File: src/hw/tst_pkg.sv
package tst_pkg;

	// ---------------------------------------------------------------
	// link job codes and lengths
	// ---------------------------------------------------------------
	localparam logic [7:0] JOB_TIME = 8'hda; // job number 218
	localparam logic [3:0] LEN_FULL = 4'ha; // whole transfer area
	localparam logic [3:0] LEN_FLAG = 4'h1; // leader byte alone
	localparam logic [3:0] LAST_IDX = 4'h9; // last byte of the area

	// ---------------------------------------------------------------
	// transfer area byte offsets and fields
	// ---------------------------------------------------------------
	localparam int OFS_LEADER = 0;
	localparam int OFS_SPARE = 1;
	localparam int OFS_FRAC = 2;
	localparam int OFS_SEC = 3;
	localparam int OFS_MIN = 4;
	localparam int OFS_HOUR = 5;
	localparam int OFS_DAY = 6;
	localparam int OFS_MONTH = 7;
	localparam int OFS_YEAR = 8;
	localparam int OFS_ZERO = 9;
	localparam int LEADER_BIT = 0;

	// ---------------------------------------------------------------
	// timing
	// ---------------------------------------------------------------
	localparam int CLK_PERIOD_NS = 8;
	localparam int HUNDREDTH_NS = 10_000_000;
	localparam int TICK_CYCLES = HUNDREDTH_NS / CLK_PERIOD_NS;

	// ---------------------------------------------------------------
	// calendar limits and reset values, all bcd
	// ---------------------------------------------------------------
	localparam logic [7:0] BCD_ZERO = 8'h00;
	localparam logic [7:0] BCD_ONE = 8'h01;
	localparam logic [7:0] FRAC_MAX = 8'h99;
	localparam logic [7:0] SEC_MAX = 8'h59;
	localparam logic [7:0] HOUR_MAX = 8'h23;
	localparam logic [7:0] MONTH_MAX = 8'h12;
	localparam logic [7:0] YEAR_MAX = 8'h99;
	localparam logic [7:0] FEB = 8'h02;
	localparam logic [7:0] DAYS_28 = 8'h28;
	localparam logic [7:0] DAYS_29 = 8'h29;
	localparam logic [7:0] DAYS_30 = 8'h30;
	localparam logic [7:0] DAYS_31 = 8'h31;

	// ---------------------------------------------------------------
	// controller register map (apb byte addresses)
	// ---------------------------------------------------------------
	localparam logic [7:0] REG_CTRL = 8'h00;
	localparam logic [7:0] REG_STAT = 8'h04;
	localparam logic [7:0] REG_BUF0 = 8'h08;
	localparam logic [7:0] REG_BUF1 = 8'h0c;
	localparam logic [7:0] REG_BUF2 = 8'h10;
	localparam int CTRL_GO = 0;
	localparam int CTRL_WR = 1;
	localparam int CTRL_SYNC = 2;
	localparam int CTRL_LEN_LSB = 4;
	localparam int CTRL_JOB_LSB = 8;
	localparam int STAT_BUSY = 0;
	localparam int STAT_DONE = 1;
	localparam int STAT_ERR = 2;
	localparam int STAT_LEADER = 3;

	typedef struct packed {
		logic [7:0] frac;
		logic [7:0] sec;
		logic [7:0] min;
		logic [7:0] hour;
		logic [7:0] day;
		logic [7:0] month;
		logic [7:0] year;
	} tst_time_s;

endpackage

File: src/hw/tst_link_if.sv
`timescale 1ns/1ps
interface tst_link_if;
	logic job_stb;
	logic [7:0] job_num;
	logic job_wr;
	logic [3:0] job_len;
	logic wr_stb;
	logic [7:0] wr_data;
	logic sync_stb;
	logic rd_stb;
	logic [7:0] rd_data;
	logic done_stb;
	logic done_err;

	modport dev (
		input job_stb, job_num, job_wr, job_len, wr_stb, wr_data, sync_stb,
		output rd_stb, rd_data, done_stb, done_err
	);
	modport host (
		output job_stb, job_num, job_wr, job_len, wr_stb, wr_data, sync_stb,
		input rd_stb, rd_data, done_stb, done_err
	);
endinterface

File: src/hw/tst_device.sv
// Register access over APB was decided locally.
`timescale 1ns/1ps
module tst_device #(
	parameter int P_TICK_CYCLES = tst_pkg::TICK_CYCLES
) (
	// clock and reset
	input wire logic i_clk,
	input wire logic i_rst_b,
	// link to the controller
	tst_link_if.dev lk,
	// user side
	output tst_pkg::tst_time_s o_time,
	output logic o_leader,
	output logic o_busy
);

	// --------------------------------------------------------------
	// types and state
	// --------------------------------------------------------------
	localparam int PW = $clog2(P_TICK_CYCLES + 1);
	localparam logic [PW-1:0] PRE_LAST = PW'(P_TICK_CYCLES - 1);

	typedef enum logic [2:0] {
		S_IDLE,
		S_RECV,
		S_APPLY,
		S_SEND,
		S_DONE
	} tst_dev_st_e;

	typedef struct packed {
		tst_dev_st_e st;
		logic leader;
		logic [3:0] len;
		logic [3:0] cnt;
		logic bad;
		logic [9:0][7:0] wbuf;
		logic [9:0][7:0] snap;
		logic [PW-1:0] pre;
		logic tick;
		logic load;
		tst_pkg::tst_time_s ltime;
		logic rd_stb;
		logic [7:0] rd_data;
		logic done;
		logic err;
	} tst_dev_s;

	tst_dev_s st_ff;
	tst_dev_s nxt_st;
	tst_pkg::tst_time_s cur_time;

	// --------------------------------------------------------------
	// timekeeping
	// --------------------------------------------------------------
	tst_bcd_clock u_clock (
		.i_clk(i_clk),
		.i_rst_b(i_rst_b),
		.i_tick(st_ff.tick),
		.i_load(st_ff.load),
		.i_time(st_ff.ltime),
		.o_time(cur_time)
	);

	// --------------------------------------------------------------
	// next state
	// --------------------------------------------------------------
	always_comb
	begin
		nxt_st = st_ff;
		nxt_st.rd_stb = 1'b0;
		nxt_st.done = 1'b0;
		nxt_st.load = 1'b0;
		nxt_st.tick = 1'b0;

		// hundredths prescaler
		if (st_ff.pre == PRE_LAST)
		begin
			nxt_st.pre = '0;
			nxt_st.tick = 1'b1;
		end
		else
			nxt_st.pre = st_ff.pre + 1'b1;

		// sync realigns the prescaler only; leader is left alone
		if (lk.sync_stb)
			nxt_st.pre = '0;

		// keep the answer built in advance so a read starts at once;
		// frozen while a job runs so the ten bytes are coherent
		if (st_ff.leader && st_ff.st == S_IDLE)
		begin
			nxt_st.snap[tst_pkg::OFS_LEADER] = {7'h00, st_ff.leader};
			nxt_st.snap[tst_pkg::OFS_SPARE] = 8'h00;
			nxt_st.snap[tst_pkg::OFS_FRAC] = cur_time.frac;
			nxt_st.snap[tst_pkg::OFS_SEC] = cur_time.sec;
			nxt_st.snap[tst_pkg::OFS_MIN] = cur_time.min;
			nxt_st.snap[tst_pkg::OFS_HOUR] = cur_time.hour;
			nxt_st.snap[tst_pkg::OFS_DAY] = cur_time.day;
			nxt_st.snap[tst_pkg::OFS_MONTH] = cur_time.month;
			nxt_st.snap[tst_pkg::OFS_YEAR] = cur_time.year;
			nxt_st.snap[tst_pkg::OFS_ZERO] = 8'h00;
		end

		case (st_ff.st)
			S_IDLE:
			begin
				if (lk.job_stb)
				begin
					nxt_st.cnt = 4'h0;
					nxt_st.len = lk.job_len;
					nxt_st.bad = (lk.job_num != tst_pkg::JOB_TIME);
					if (lk.job_wr)
					begin
						// only the flag alone or the whole area is accepted
						if (lk.job_len != tst_pkg::LEN_FULL &&
							lk.job_len != tst_pkg::LEN_FLAG)
							nxt_st.bad = 1'b1;
						nxt_st.st = (lk.job_len == 4'h0) ? S_DONE : S_RECV;
					end
					else if (!st_ff.leader || nxt_st.bad)
					begin
						nxt_st.bad = 1'b1;
						nxt_st.st = S_DONE;
					end
					else
						nxt_st.st = S_SEND;
				end
			end
			S_RECV:
			begin
				if (lk.wr_stb)
				begin
					// excess bytes of a bad job are swallowed, not stored
					if (st_ff.cnt <= tst_pkg::LAST_IDX)
						nxt_st.wbuf[st_ff.cnt] = lk.wr_data;
					nxt_st.cnt = st_ff.cnt + 4'h1;
					if (st_ff.cnt + 4'h1 == st_ff.len)
						nxt_st.st = S_APPLY;
				end
			end
			S_APPLY:
			begin
				if (!st_ff.bad)
				begin
					// flag comes from the write every time, so a leader
					// that is not told again becomes a follower
					nxt_st.leader =
						st_ff.wbuf[tst_pkg::OFS_LEADER][tst_pkg::LEADER_BIT];
					if (st_ff.len == tst_pkg::LEN_FULL)
					begin
						nxt_st.load = 1'b1;
						nxt_st.pre = '0;
						nxt_st.ltime.frac = st_ff.wbuf[tst_pkg::OFS_FRAC];
						nxt_st.ltime.sec = st_ff.wbuf[tst_pkg::OFS_SEC];
						nxt_st.ltime.min = st_ff.wbuf[tst_pkg::OFS_MIN];
						nxt_st.ltime.hour = st_ff.wbuf[tst_pkg::OFS_HOUR];
						nxt_st.ltime.day = st_ff.wbuf[tst_pkg::OFS_DAY];
						nxt_st.ltime.month = st_ff.wbuf[tst_pkg::OFS_MONTH];
						nxt_st.ltime.year = st_ff.wbuf[tst_pkg::OFS_YEAR];
					end
				end
				nxt_st.st = S_DONE;
			end
			S_SEND:
			begin
				nxt_st.rd_stb = 1'b1;
				nxt_st.rd_data = st_ff.snap[st_ff.cnt];
				nxt_st.cnt = st_ff.cnt + 4'h1;
				if (st_ff.cnt == tst_pkg::LAST_IDX)
					nxt_st.st = S_DONE;
			end
			S_DONE:
			begin
				nxt_st.done = 1'b1;
				nxt_st.err = st_ff.bad;
				nxt_st.st = S_IDLE;
			end
			default:
				nxt_st.st = S_IDLE;
		endcase
	end

	// --------------------------------------------------------------
	// state register
	// --------------------------------------------------------------
	// reset is the cold restart: follower, counting from the default
	always_ff @(posedge i_clk)
	begin
		if (!i_rst_b)
		begin
			st_ff <= '0;
			st_ff.st <= S_IDLE;
			st_ff.leader <= 1'b0;
		end
		else
			st_ff <= nxt_st;
	end

	// --------------------------------------------------------------
	// outputs
	// --------------------------------------------------------------
	assign lk.rd_stb = st_ff.rd_stb;
	assign lk.rd_data = st_ff.rd_data;
	assign lk.done_stb = st_ff.done;
	assign lk.done_err = st_ff.err;
	assign o_time = cur_time;
	assign o_leader = st_ff.leader;
	assign o_busy = (st_ff.st != S_IDLE);

endmodule

File: src/hw/tst_bcd_clock.sv
`timescale 1ns/1ps
module tst_bcd_clock (
	// clock and reset
	input wire logic i_clk,
	input wire logic i_rst_b,
	// control
	input wire logic i_tick,
	input wire logic i_load,
	input wire tst_pkg::tst_time_s i_time,
	// current time
	output tst_pkg::tst_time_s o_time
);

	typedef struct packed {
		tst_pkg::tst_time_s t;
	} tst_clk_s;

	tst_clk_s st_ff;
	tst_clk_s nxt_st;

	// one bcd step, returns carry and new value
	function automatic logic [8:0] tst_step(input logic [7:0] v,
		input logic [7:0] max, input logic [7:0] low, input logic c);
		if (!c)
			tst_step = {1'b0, v};
		else if (v == max)
			tst_step = {1'b1, low};
		else if (v[3:0] == 4'h9)
			tst_step = {1'b0, v[7:4] + 4'h1, 4'h0};
		else
			tst_step = {1'b0, v[7:4], v[3:0] + 4'h1};
	endfunction

	// last day of the month; year 00 counts as leap
	function automatic logic [7:0] tst_last_day(input logic [7:0] mon,
		input logic [7:0] yr);
		logic [4:0] s;
		s = {yr[7:4], 1'b0} + {1'b0, yr[3:0]};
		case (mon)
			tst_pkg::FEB: tst_last_day = (s[1:0] == 2'h0) ?
				tst_pkg::DAYS_29 : tst_pkg::DAYS_28;
			8'h04, 8'h06, 8'h09, 8'h11: tst_last_day = tst_pkg::DAYS_30;
			default: tst_last_day = tst_pkg::DAYS_31;
		endcase
	endfunction

	// --------------------------------------------------------------
	// counting chain
	// --------------------------------------------------------------
	// load has priority: a fresh time must not be bumped by a tick
	always_comb
	begin
		logic c;
		c = i_tick;
		nxt_st = st_ff;
		if (i_load)
			nxt_st.t = i_time;
		else
		begin
			{c, nxt_st.t.frac} = tst_step(st_ff.t.frac, tst_pkg::FRAC_MAX,
				tst_pkg::BCD_ZERO, c);
			{c, nxt_st.t.sec} = tst_step(st_ff.t.sec, tst_pkg::SEC_MAX,
				tst_pkg::BCD_ZERO, c);
			{c, nxt_st.t.min} = tst_step(st_ff.t.min, tst_pkg::SEC_MAX,
				tst_pkg::BCD_ZERO, c);
			{c, nxt_st.t.hour} = tst_step(st_ff.t.hour, tst_pkg::HOUR_MAX,
				tst_pkg::BCD_ZERO, c);
			{c, nxt_st.t.day} = tst_step(st_ff.t.day,
				tst_last_day(st_ff.t.month, st_ff.t.year),
				tst_pkg::BCD_ONE, c);
			{c, nxt_st.t.month} = tst_step(st_ff.t.month, tst_pkg::MONTH_MAX,
				tst_pkg::BCD_ONE, c);
			{c, nxt_st.t.year} = tst_step(st_ff.t.year, tst_pkg::YEAR_MAX,
				tst_pkg::BCD_ZERO, c);
		end
	end

	// state register
	always_ff @(posedge i_clk)
	begin
		if (!i_rst_b)
		begin
			st_ff.t <= '{frac: tst_pkg::BCD_ZERO, sec: tst_pkg::BCD_ZERO,
				min: tst_pkg::BCD_ZERO, hour: tst_pkg::BCD_ZERO,
				day: tst_pkg::BCD_ONE, month: tst_pkg::BCD_ONE,
				year: tst_pkg::BCD_ZERO};
		end
		else
			st_ff <= nxt_st;
	end

	assign o_time = st_ff.t;

endmodule

File: src/flat_wrapper.sv
// flat-port wrapper written by rule: the top's interface ports become plain ports
module tst_device_flat 
#(
	parameter int P_TICK_CYCLES = tst_pkg::TICK_CYCLES
)
  (i_clk, i_rst_b, o_time, o_leader, o_busy, lk_job_stb, lk_job_num, lk_job_wr, lk_job_len, lk_wr_stb, lk_wr_data, lk_sync_stb, lk_rd_stb, lk_rd_data, lk_done_stb, lk_done_err);
  tst_link_if lk_i ();
  input wire logic i_clk;
  input wire logic i_rst_b;
  output tst_pkg::tst_time_s o_time;
  output logic o_leader;
  output logic o_busy;
  input wire logic [$bits(lk_i.job_stb)-1:0] lk_job_stb;
  input wire logic [$bits(lk_i.job_num)-1:0] lk_job_num;
  input wire logic [$bits(lk_i.job_wr)-1:0] lk_job_wr;
  input wire logic [$bits(lk_i.job_len)-1:0] lk_job_len;
  input wire logic [$bits(lk_i.wr_stb)-1:0] lk_wr_stb;
  input wire logic [$bits(lk_i.wr_data)-1:0] lk_wr_data;
  input wire logic [$bits(lk_i.sync_stb)-1:0] lk_sync_stb;
  output wire logic [$bits(lk_i.rd_stb)-1:0] lk_rd_stb;
  output wire logic [$bits(lk_i.rd_data)-1:0] lk_rd_data;
  output wire logic [$bits(lk_i.done_stb)-1:0] lk_done_stb;
  output wire logic [$bits(lk_i.done_err)-1:0] lk_done_err;
  assign lk_i.job_stb = lk_job_stb;
  assign lk_i.job_num = lk_job_num;
  assign lk_i.job_wr = lk_job_wr;
  assign lk_i.job_len = lk_job_len;
  assign lk_i.wr_stb = lk_wr_stb;
  assign lk_i.wr_data = lk_wr_data;
  assign lk_i.sync_stb = lk_sync_stb;
  assign lk_rd_stb = lk_i.rd_stb;
  assign lk_rd_data = lk_i.rd_data;
  assign lk_done_stb = lk_i.done_stb;
  assign lk_done_err = lk_i.done_err;
  tst_device #(.P_TICK_CYCLES(P_TICK_CYCLES)) u_core (.i_clk(i_clk), .i_rst_b(i_rst_b), .lk(lk_i), .o_time(o_time), .o_leader(o_leader), .o_busy(o_busy));
endmodule
File: config.mk
export PLATFORM = sky130hd
export DESIGN_NAME = tst_device_flat
export DESIGN_NICKNAME = d
export VERILOG_FILES = /design/src/hw/tst_pkg.sv /design/src/hw/tst_link_if.sv /design/src/hw/tst_device.sv /design/src/hw/tst_bcd_clock.sv /design/src/flat_wrapper.sv
export SDC_FILE = /design/constraint.sdc
export NUM_CORES = 1
export LEC_CHECK = 0
export BUFFER_PORTS_ARGS = -buffer_cell sky130_fd_sc_hd__buf_2
export CORE_MARGIN = 4
export CORE_UTILIZATION = 57
export CTS_BUF_LIST = sky130_fd_sc_hd__clkbuf_2 sky130_fd_sc_hd__clkbuf_4 sky130_fd_sc_hd__clkbuf_8
export CTS_CLUSTER_SIZE = 10
export DETAILED_ROUTE_END_ITERATION = 7
export HOLD_SLACK_MARGIN = 0.15
export PLACE_DENSITY = 0.79
export SYNTH_ARGS = -nofsm -noshare
export SYNTH_HDL_FRONTEND = slang
export SYNTH_HIERARCHICAL = 1
export SYNTH_SLANG_ARGS = --single-unit
File: constraint.sdc
create_clock -name i_clk -period 2.7 [get_ports i_clk]
set_input_delay 0.54 -clock i_clk [delete_from_list [all_inputs] [get_ports i_clk]]
set_output_delay 0.54 -clock i_clk [all_outputs]
set_load 0.05 [all_outputs]
==> results of run 1 <==
-- state kept, by name (all words and copies together) (netlist names) --
signal	flops
u_core/st_ff	205
u_core/lk.rd_data	8
u_core/o_leader	1
u_core/lk.done_stb	1
u_core/u_clock/o_time	56
u_core/lk.done_err	1
u_core/lk.rd_stb	1
-- cell usage in the layout (no fill, tap or decap), types with 14 or more instances in the layout --
| master | count |
|---|---|
| dfxtp_1 | 267 |
| ha_1 | 32 |
| a21oi_1 | 41 |
| o21ai_0 | 51 |
| clkbuf_4 | 15 |
| nand4_1 | 14 |
| inv_1 | 25 |
| nor3_1 | 32 |
| nor2b_1 | 72 |
| clkbuf_8 | 61 |
| nor2_1 | 68 |
| buf_4 | 60 |
| a211oi_1 | 15 |
| nand3b_1 | 19 |
| mux2i_1 | 69 |
| a31oi_1 | 14 |
| and3_1 | 15 |
| a21boi_0 | 107 |
| nand2_1 | 272 |
| nand3_1 | 26 |
| buf_2 | 93 |
-- cells in the mapped netlist (11+ instances only) --
library cell / n
nand3b_1: 19
nor2b_1: 72
nand3_1: 26
ha_1: 32
a21oi_1: 41
xnor2_1: 12
a21boi_0: 107
a211oi_1: 15
buf_6: 11
nand2_1: 273
nand2b_1: 12
nand4_1: 14
buf_4: 15
o21ai_0: 51
nor2_1: 68
inv_1: 25
buf_2: 18
and2_1: 14
a31oi_1: 14
dfxtp_1: 273
xor2_1: 11
nor3_1: 32
and3_1: 15
mux2i_1: 69
clkbuf_1: 53
-- cell families after synthesis --
family | count (synthesis) | synth area share
simple gates | 632 | 0.252
mux | 79 | 0.0668
xor+xnor | 23 | 0.0153
buf+inv | 130 | 0.0520
fa+ha+maj | 32 | 0.0303
compound gates | 314 | 0.169
flops | 273 | 0.414
-- layer usage --
layer,vias up,track usage,part of all wire
li1,5429,-,-
met1,5336,0.389,0.46
met2,442,0.409,0.45
met3,56,0.0532,0.075
met4,0,0.0735,0.023
met5,-,0,0
-- power by group through the flow --
stage | combinational [uW] | sequential [uW] | clock, uW
2_1_floorplan | 424 | 4200 | 0
3_3_place_gp | 541 | 4220 | 0
3_5_place_dp | 550 | 4220 | 0
4_1_cts | 554 | 4130 | 3900
5_1_grt | 593 | 4140 | 4110
6_report | 559 | 4130 | 3850
-- metrics by stage --
stage	setup slack, ns	total power [uW]
2_1_floorplan	0.00663	4630
3_3_place_gp	0.180	4760
6_report	0.118	8540
5_1_grt	0.00711	8840
3_5_place_dp	0.106	4770
4_1_cts	0.0847	8590
-- how the worst max path moves through the flow --
stage,slack [ns],endpoint,depth (start not counted)
global placement,0.18,u_core/u_clock/o_time[5],8
global route,0.007,u_core/u_clock/o_time[14],7
detailed placement,0.11,u_core/u_clock/o_time[5],8
finish,0.12,u_core/u_clock/o_time[7],8
floorplan,0.007,u_core/u_clock/o_time[5],8
CTS,0.08,u_core/u_clock/o_time[5],8
-- cell type report --
cell class | instances | area (um2)
inverter | 27 | 101
clock buffer | 76 | 952
multi-input combinational | 1080 | 7060
timing repair buffer | 157 | 996
tap | 285 | 357
sequential | 273 | 5470
clock inverter | 6 | 38.8
fill | 1893 | 7730
-- critical path, delay by kind of cell (launching register included) --
family                     cells  cell delay [ns]
adders and majority gates      1             0.15
buffers and inverters          1             0.07
AOI/OAI and AO/OA              1             0.17
and+or+nand+nor                5             1.82
DFF                            1             0.31
-- what timing repair did --
| item | in CTS | in global routing |
|---|---|---|
| hold buffers | 0 | 0 |
| setup buffers | 0 | 0 |
| setup endpoints to repair | 0 | 4 |
| resized for setup | 0 | 2 |
==> results by group, run 1 <==
Run status
  – Status: completed

Critical path
  – CP Capture Type: register
  – RR Startpoint: u_core/u_clock/o_time[28]
  – Worst path required time: 3.18 ns
  – R2R setup slack: 0.12 ns
  – CP Data Arrival Time: 3.06 ns
  – Worst Reg-to-Reg Cells: 8
  – Slowest CP cell: or4_1
  – Crit path from: u_core/u_clock/o_time[28]
  – Crit Path Category: register to register
  – Crit path max fanout: 5
  – RR Endpoint: u_core/u_clock/o_time[7]
  – Crit path cell chain: inv_1 > ha_1 > or4b_1 > nor2_2 > and4_1 > nand4_1 > or4_1 > a31oi_1
  – Slowest stage delay, CP: around 0.56 ns
  – Critical Path Start Type: register

Placement
  – I/O Buffers: 94
  – Placed insts: 1822
  – Detailed-placement wirelength estimate: 25200 um
  – GP Congestion: 0.959
  – Placed cell areas: 14000 um2

Floorplanning
  – Core Region: 22700 um2
  – Full die area: 25600 um2
  – Starting Density: 0.581
  – Die Y-Extent: 160 um
  – Die Wd: about 160 um
  – Row cnt: 55
  – # IOs: 95

Pwr
  – Worst IR Drop VDD: ~0.4 mV
  – P_int: approximately 6500 uW
  – Sw Ratio: 0.239
  – Switching power: just over 2000 uW
  – Comb pwr share: 0.065
  – Static Leak: 0.00589 uW
  – Sequential share of power: 0.484
  – Clock power share: 0.451
  – Pwr Density: between 500 and 600 nW/um2

Timing
  – WHS: 0.294 ns
  – Final setup fails: 0
  – Final slew viol count: 0
  – Clock skew: 0.0170 ns
  – Min Tclk post-route: 2.58 ns
  – Fin Setup TNS: 0 ns
  – Tcrit/Tclk final: 0.956
  – Max-Slew Margin vs Limit: 0.577
  – Fmax: 387 MHz
  – Worst slew pin tran: ~0.63 ns
  – Fin. Hold Viols: 0
  – RSZ-0062 raised after global routing: false

Layout
  – Share of cells above drive strength 1: 0.189
  – Inserted Diodes: 0
  – Layout Nets: between 1.5k and 2k
  – Final Core Density: 0.660
  – Final instance area: roughly 15000 um2
  – Post-route insts no fill: 1904
  – Synth-to-layout area growth: 13.5%

Routing
  – Vias per std cell: around 5.9
  – DRC: 0
  – Wirelength per Cell: 18.9 um
  – ANT nets after route: 0
  – Detailed Routing Iterations Pass 1: 6
  – WL final: 35900 um
  – Vias: 11.3k
  – Iteration-0 DRC Markers: 1101

Synth
  – Seq cells post-synth: 273
  – Async SR Flop Fraction: 0
  – Synth cell types: 91
  – Sequential share of the synthesized area: 0.414
  – Leading area contributor after synthesis: dfxtp_1
  – Cell Area, Synth: 13200 um2
  – Area contributors post-synth: dfxtp_1 41%, nand2_1 7.8%, a21boi_0 6.1%
  – Synth top area share: 0.414
  – Main synth FF type: dfxtp_1
  – Yosys Warn Count: 6
  – Mapped Cells: between 1k and 1.5k
  – Post-synth EDFFs: 0
  – Mapped Avg Cell Area: 8.90 um2
  – Syn Nets: 1541

CTS
  – CTS tree: done
  – Skew-Pair Late Insertion Delay: ~0.55 ns
  – Clock Path Buffers: 3
  – Clk slew on worst S/H paths: 0.06 ns
  – Clock root buffer: clkbuf_8
  – Inserted Clock Buffers: 46
  – H-Tree Depth: 2
  – CTS Sinks: 273

Hold path
  – Hold_sp: lk_job_len[2]
  – Hold worst-path end: u_core/st_ff[257]
  – Hold Path Depth: 3
  – Worst hold path class: primary input to register

Run
  – Max cap viols: 0

Global route
  – Total gr overflow: 0
  – GRT Total Usage: 0.268
  – Vias in the first global route: ~10k
  – Initial antenna violation count: 0
  – Largest net degree at the start of global routing: between 100 and 150
  – First-pass GRT wire length: 56400 um
Note: power is estimated with default switching activity, not from simulation.
==> inputs of run 2 (changes only) <==
--- a/config.mk
+++ b/config.mk
@@ -7,12 +7,12 @@
 export LEC_CHECK = 0
 export BUFFER_PORTS_ARGS = -buffer_cell sky130_fd_sc_hd__buf_2
 export CORE_MARGIN = 4
-export CORE_UTILIZATION = 57
+export CORE_UTILIZATION = 65
 export CTS_BUF_LIST = sky130_fd_sc_hd__clkbuf_2 sky130_fd_sc_hd__clkbuf_4 sky130_fd_sc_hd__clkbuf_8
 export CTS_CLUSTER_SIZE = 10
 export DETAILED_ROUTE_END_ITERATION = 7
 export HOLD_SLACK_MARGIN = 0.15
-export PLACE_DENSITY = 0.79
+export PLACE_DENSITY = 0.85
 export SYNTH_ARGS = -nofsm -noshare
 export SYNTH_HDL_FRONTEND = slang
 export SYNTH_HIERARCHICAL = 1
==> constraint.sdc (replaced) <==
create_clock -name i_clk -period 3.23 [get_ports i_clk]
set_input_delay 0.646 -clock i_clk [delete_from_list [all_inputs] [get_ports i_clk]]
set_output_delay 0.646 -clock i_clk [all_outputs]
set_load 0.05 [all_outputs]
==> run 2 against run 1 <==
Effect of this change: utilization rose by 8.4 points; highest routed layer unchanged; critical endpoint is now u_core/u_clock/o_time[5]; sequential power fell by 16%; clock power fell by 8.6%; largest power group is now clock; register-to-register slack improved by 0.32 ns.
==> results by group, run 2 (synthesis gave the netlist of run 1 again) <==
Timing
  – Clock skew: 0.0310 ns (was 0.0170 ns)
  – Max-Slew Margin vs Limit: 0.493 (was 0.577)
  – Fin Setup TNS: 0 ns (unchanged)
  – RSZ-0062 raised after global routing: false (unchanged)
  – WHS: 0.389 ns (was 0.294 ns)
  – Worst slew pin tran: 0.760 ns (was 0.632 ns)
  – Fin. Hold Viols: 0 (unchanged)
  – Tcrit/Tclk final: 0.865 (was 0.956)
  – Final setup fails: 0 (unchanged)
  – Final slew viol count: 0 (unchanged)
  – Min Tclk post-route: 2.79 ns (was 2.58 ns)
  – Post-route setup slack: 0.436 ns (was 0.118 ns)
  – Fmax: 358 MHz (was 387 MHz)

Routing
  – Iteration-0 DRC Markers: 1078 (was 1101)
  – Detailed Routing Iterations Pass 1: 5 (was 6)
  – Vias per std cell: 6.09 (was 5.92)
  – WL final: 35200 um (was 35900 um)
  – DRC: 0 (unchanged)
  – Vias: 11.2k (was 11.3k)
  – Wirelength per Cell: 19.1 um (was 18.9 um)
  – ANT nets after route: 0 (unchanged)

Floorplanning
  – # IOs: 95 (unchanged)
  – Row cnt: 51 (was 55)
  – Full die area: 22600 um2 (was 25600 um2)
  – Die Y-Extent: 150 um (was 160 um)
  – Starting Density: 0.669 (was 0.581)
  – Core Region: 19700 um2 (was 22700 um2)
  – Die Wd: 150 um (was 160 um)

CTS
  – H-Tree Depth: 2 (unchanged)
  – Clk slew on worst S/H paths: 0.06 ns (about the same)
  – Clock root buffer: clkbuf_8 (unchanged)
  – Post-CTS Resized: 0 (unchanged)
  – Skew-Pair Late Insertion Delay: 0.57 ns (was 0.55 ns)
  – # hold bufs at CTS: 0 (unchanged)
  – Clock Path Buffers: 3 (unchanged)
  – CTS tree: done (unchanged)
  – Setup Fix Bufs, Post-CTS: 0 (unchanged)
  – Inserted Clock Buffers: 44 (was 46)
  – CTS Sinks: 273 (unchanged)

Hold path
  – Hold_sp: lk_job_len[2] (unchanged)
  – Worst hold path class: primary input to register (unchanged)

Layout
  – Synth-to-layout area growth: 11.2% (was 13.5%)
  – # fillers: 1430 (was 1893)
  – Most flops, register: u_core/st_ff (unchanged)
  – Share of cells above drive strength 1: 0.160 (was 0.189)
  – Final Core Density: 0.744 (was 0.660)
  – Commonest non-fill, non-tap cell in the layout: dfxtp_1 (was nand2_1)
  – Largest register FFs: 205 (unchanged)
  – Most frequent cells in the layout: 273 x dfxtp_1, 272 x nand2_1, 107 x a21boi_0, 93 x buf_2, 72 x nor2b_1 (was 272 x nand2_1, 267 x dfxtp_1, 107 x a21boi_0, 93 x buf_2, 72 x nor2b_1)
  – Layout Nets: 1601 (was 1643)
  – Storage element area: 5470 um2 (about the same)
  – Multi-input gate area: 7060 um2 (about the same)

Run status
  – Status: completed (unchanged)

Global route
  – GRT Total Usage: 0.311 (was 0.268)
  – Total gr overflow: 0 (unchanged)
  – Initial antenna violation count: 0 (unchanged)
  – Vias in the first global route: 10.5k (was 10.3k)
  – Largest net degree at the start of global routing: 98 (was 127)
  – First-pass GRT wire length: 56300 um (was 56400 um)

Critical path
  – Critical Path Start Type: register (unchanged)
  – Crit path from: u_core/u_clock/o_time[28] (unchanged)
  – CP Data Arrival Time: 3.20 ns (was 3.06 ns)
  – Crit Path Category: register to register (unchanged)
  – Worst path required time: 3.64 ns (was 3.18 ns)
  – RR Startpoint: u_core/u_clock/o_time[28] (unchanged)
  – Crit path max fanout: 7 (was 5)
  – CP Capture Type: register (unchanged)

Pwr
  – Worst IR Drop VDD: 0.444 mV (was 0.402 mV)
  – Pwr Density: 506 nW/um2 (was 570 nW/um2)
  – Final Power: 7420 uW (was 8540 uW)
  – Static Leak: 0.00569 uW (was 0.00589 uW)

Placement
  – I/O Buffers: 94 (unchanged)
  – Post-Place Setup Slack: 0.515 ns (was 0.106 ns)
  – GP Congestion: 1.02 (was 0.959)
  – Detailed-placement wirelength estimate: 23800 um (was 25200 um)

Run
  – Max cap viols: 0 (unchanged)
[run 2: changes by cell type in the layout (fill, tap and decap cells not counted), moves of 2 or more]
cell / previous run / this run
buf_4: 60 / 23
clkbuf_4: 15 / 9
buf_12: 4 / 1
clkinv_2: 4 / 2
bufinv_16: 0 / 6
dfxtp_1: 267 / 273
dfxtp_2: 6 / 0
clkbuf_8: 61 / 56
[run 2: layout make-up]
class | count | area share
Multi-Input combinational cell | 1080 | 0.481
Sequential cell | 273 | 0.373
Clock buffer | 65 | 0.0571
Timing Repair Buffer | 117 | 0.0449
Tap cell | 265 | 0.0226
Clock inverter | 11 | 0.0148
Inverter | 27 | 0.00691
Antenna cell | 1 | 0.000171
[run 2: where the power goes]
| part | switching [uW] | leakage, uW | total, uW | internal [uW] |
|---|---|---|---|---|
| clock | 1370 | 0.000547 | 3520 | 2150 |
| combinational | 293 | 0.00294 | 457 | 164 |
| sequential | 45.6 | 0.00220 | 3450 | 3400 |
| total | 1710 | 0.00569 | 7420 | 5710 |
[run 2: routing by layer]
metal | up-vias | routed length (um) | global-route usage
li1 | 5326 | - | -
met1 | 5367 | 15200 | 0.435
met3 | 83 | 2620 | 0.0497
met2 | 426 | 16200 | 0.487
met5 | - | 0 | 0
met4 | 0 | 1200 | 0.117
[run 2: critical path, cell delays in order (launching register included)]
cell	delay, ns
dfxtp_1	0.37
inv_1	0.08
ha_1	0.13
or4b_1	0.49
nor2_2	0.20
nand4_4	0.19
or4_1	0.73
o31ai_1	0.31
a31oi_1	0.11
[run 2: per-stage QoR]
stage                     instances  cell area, um2
after global routing           1838           14700
after CTS                      1838           14700
after global placement         1762           13600
after floorplan                1483           13200
after detailed placement       1762           13600
final                          1839           14700
[run 2: worst paths after layout]
kind	to	slack (ns)	cells after the start
worst max register to register	u_core/u_clock/o_time[5]	0.44	8
worst max-delay path	u_core/u_clock/o_time[5]	0.44	8
worst min-delay path	u_core/st_ff[257]	0.39	3
worst min register to register	u_core/st_ff[69]	0.46	1
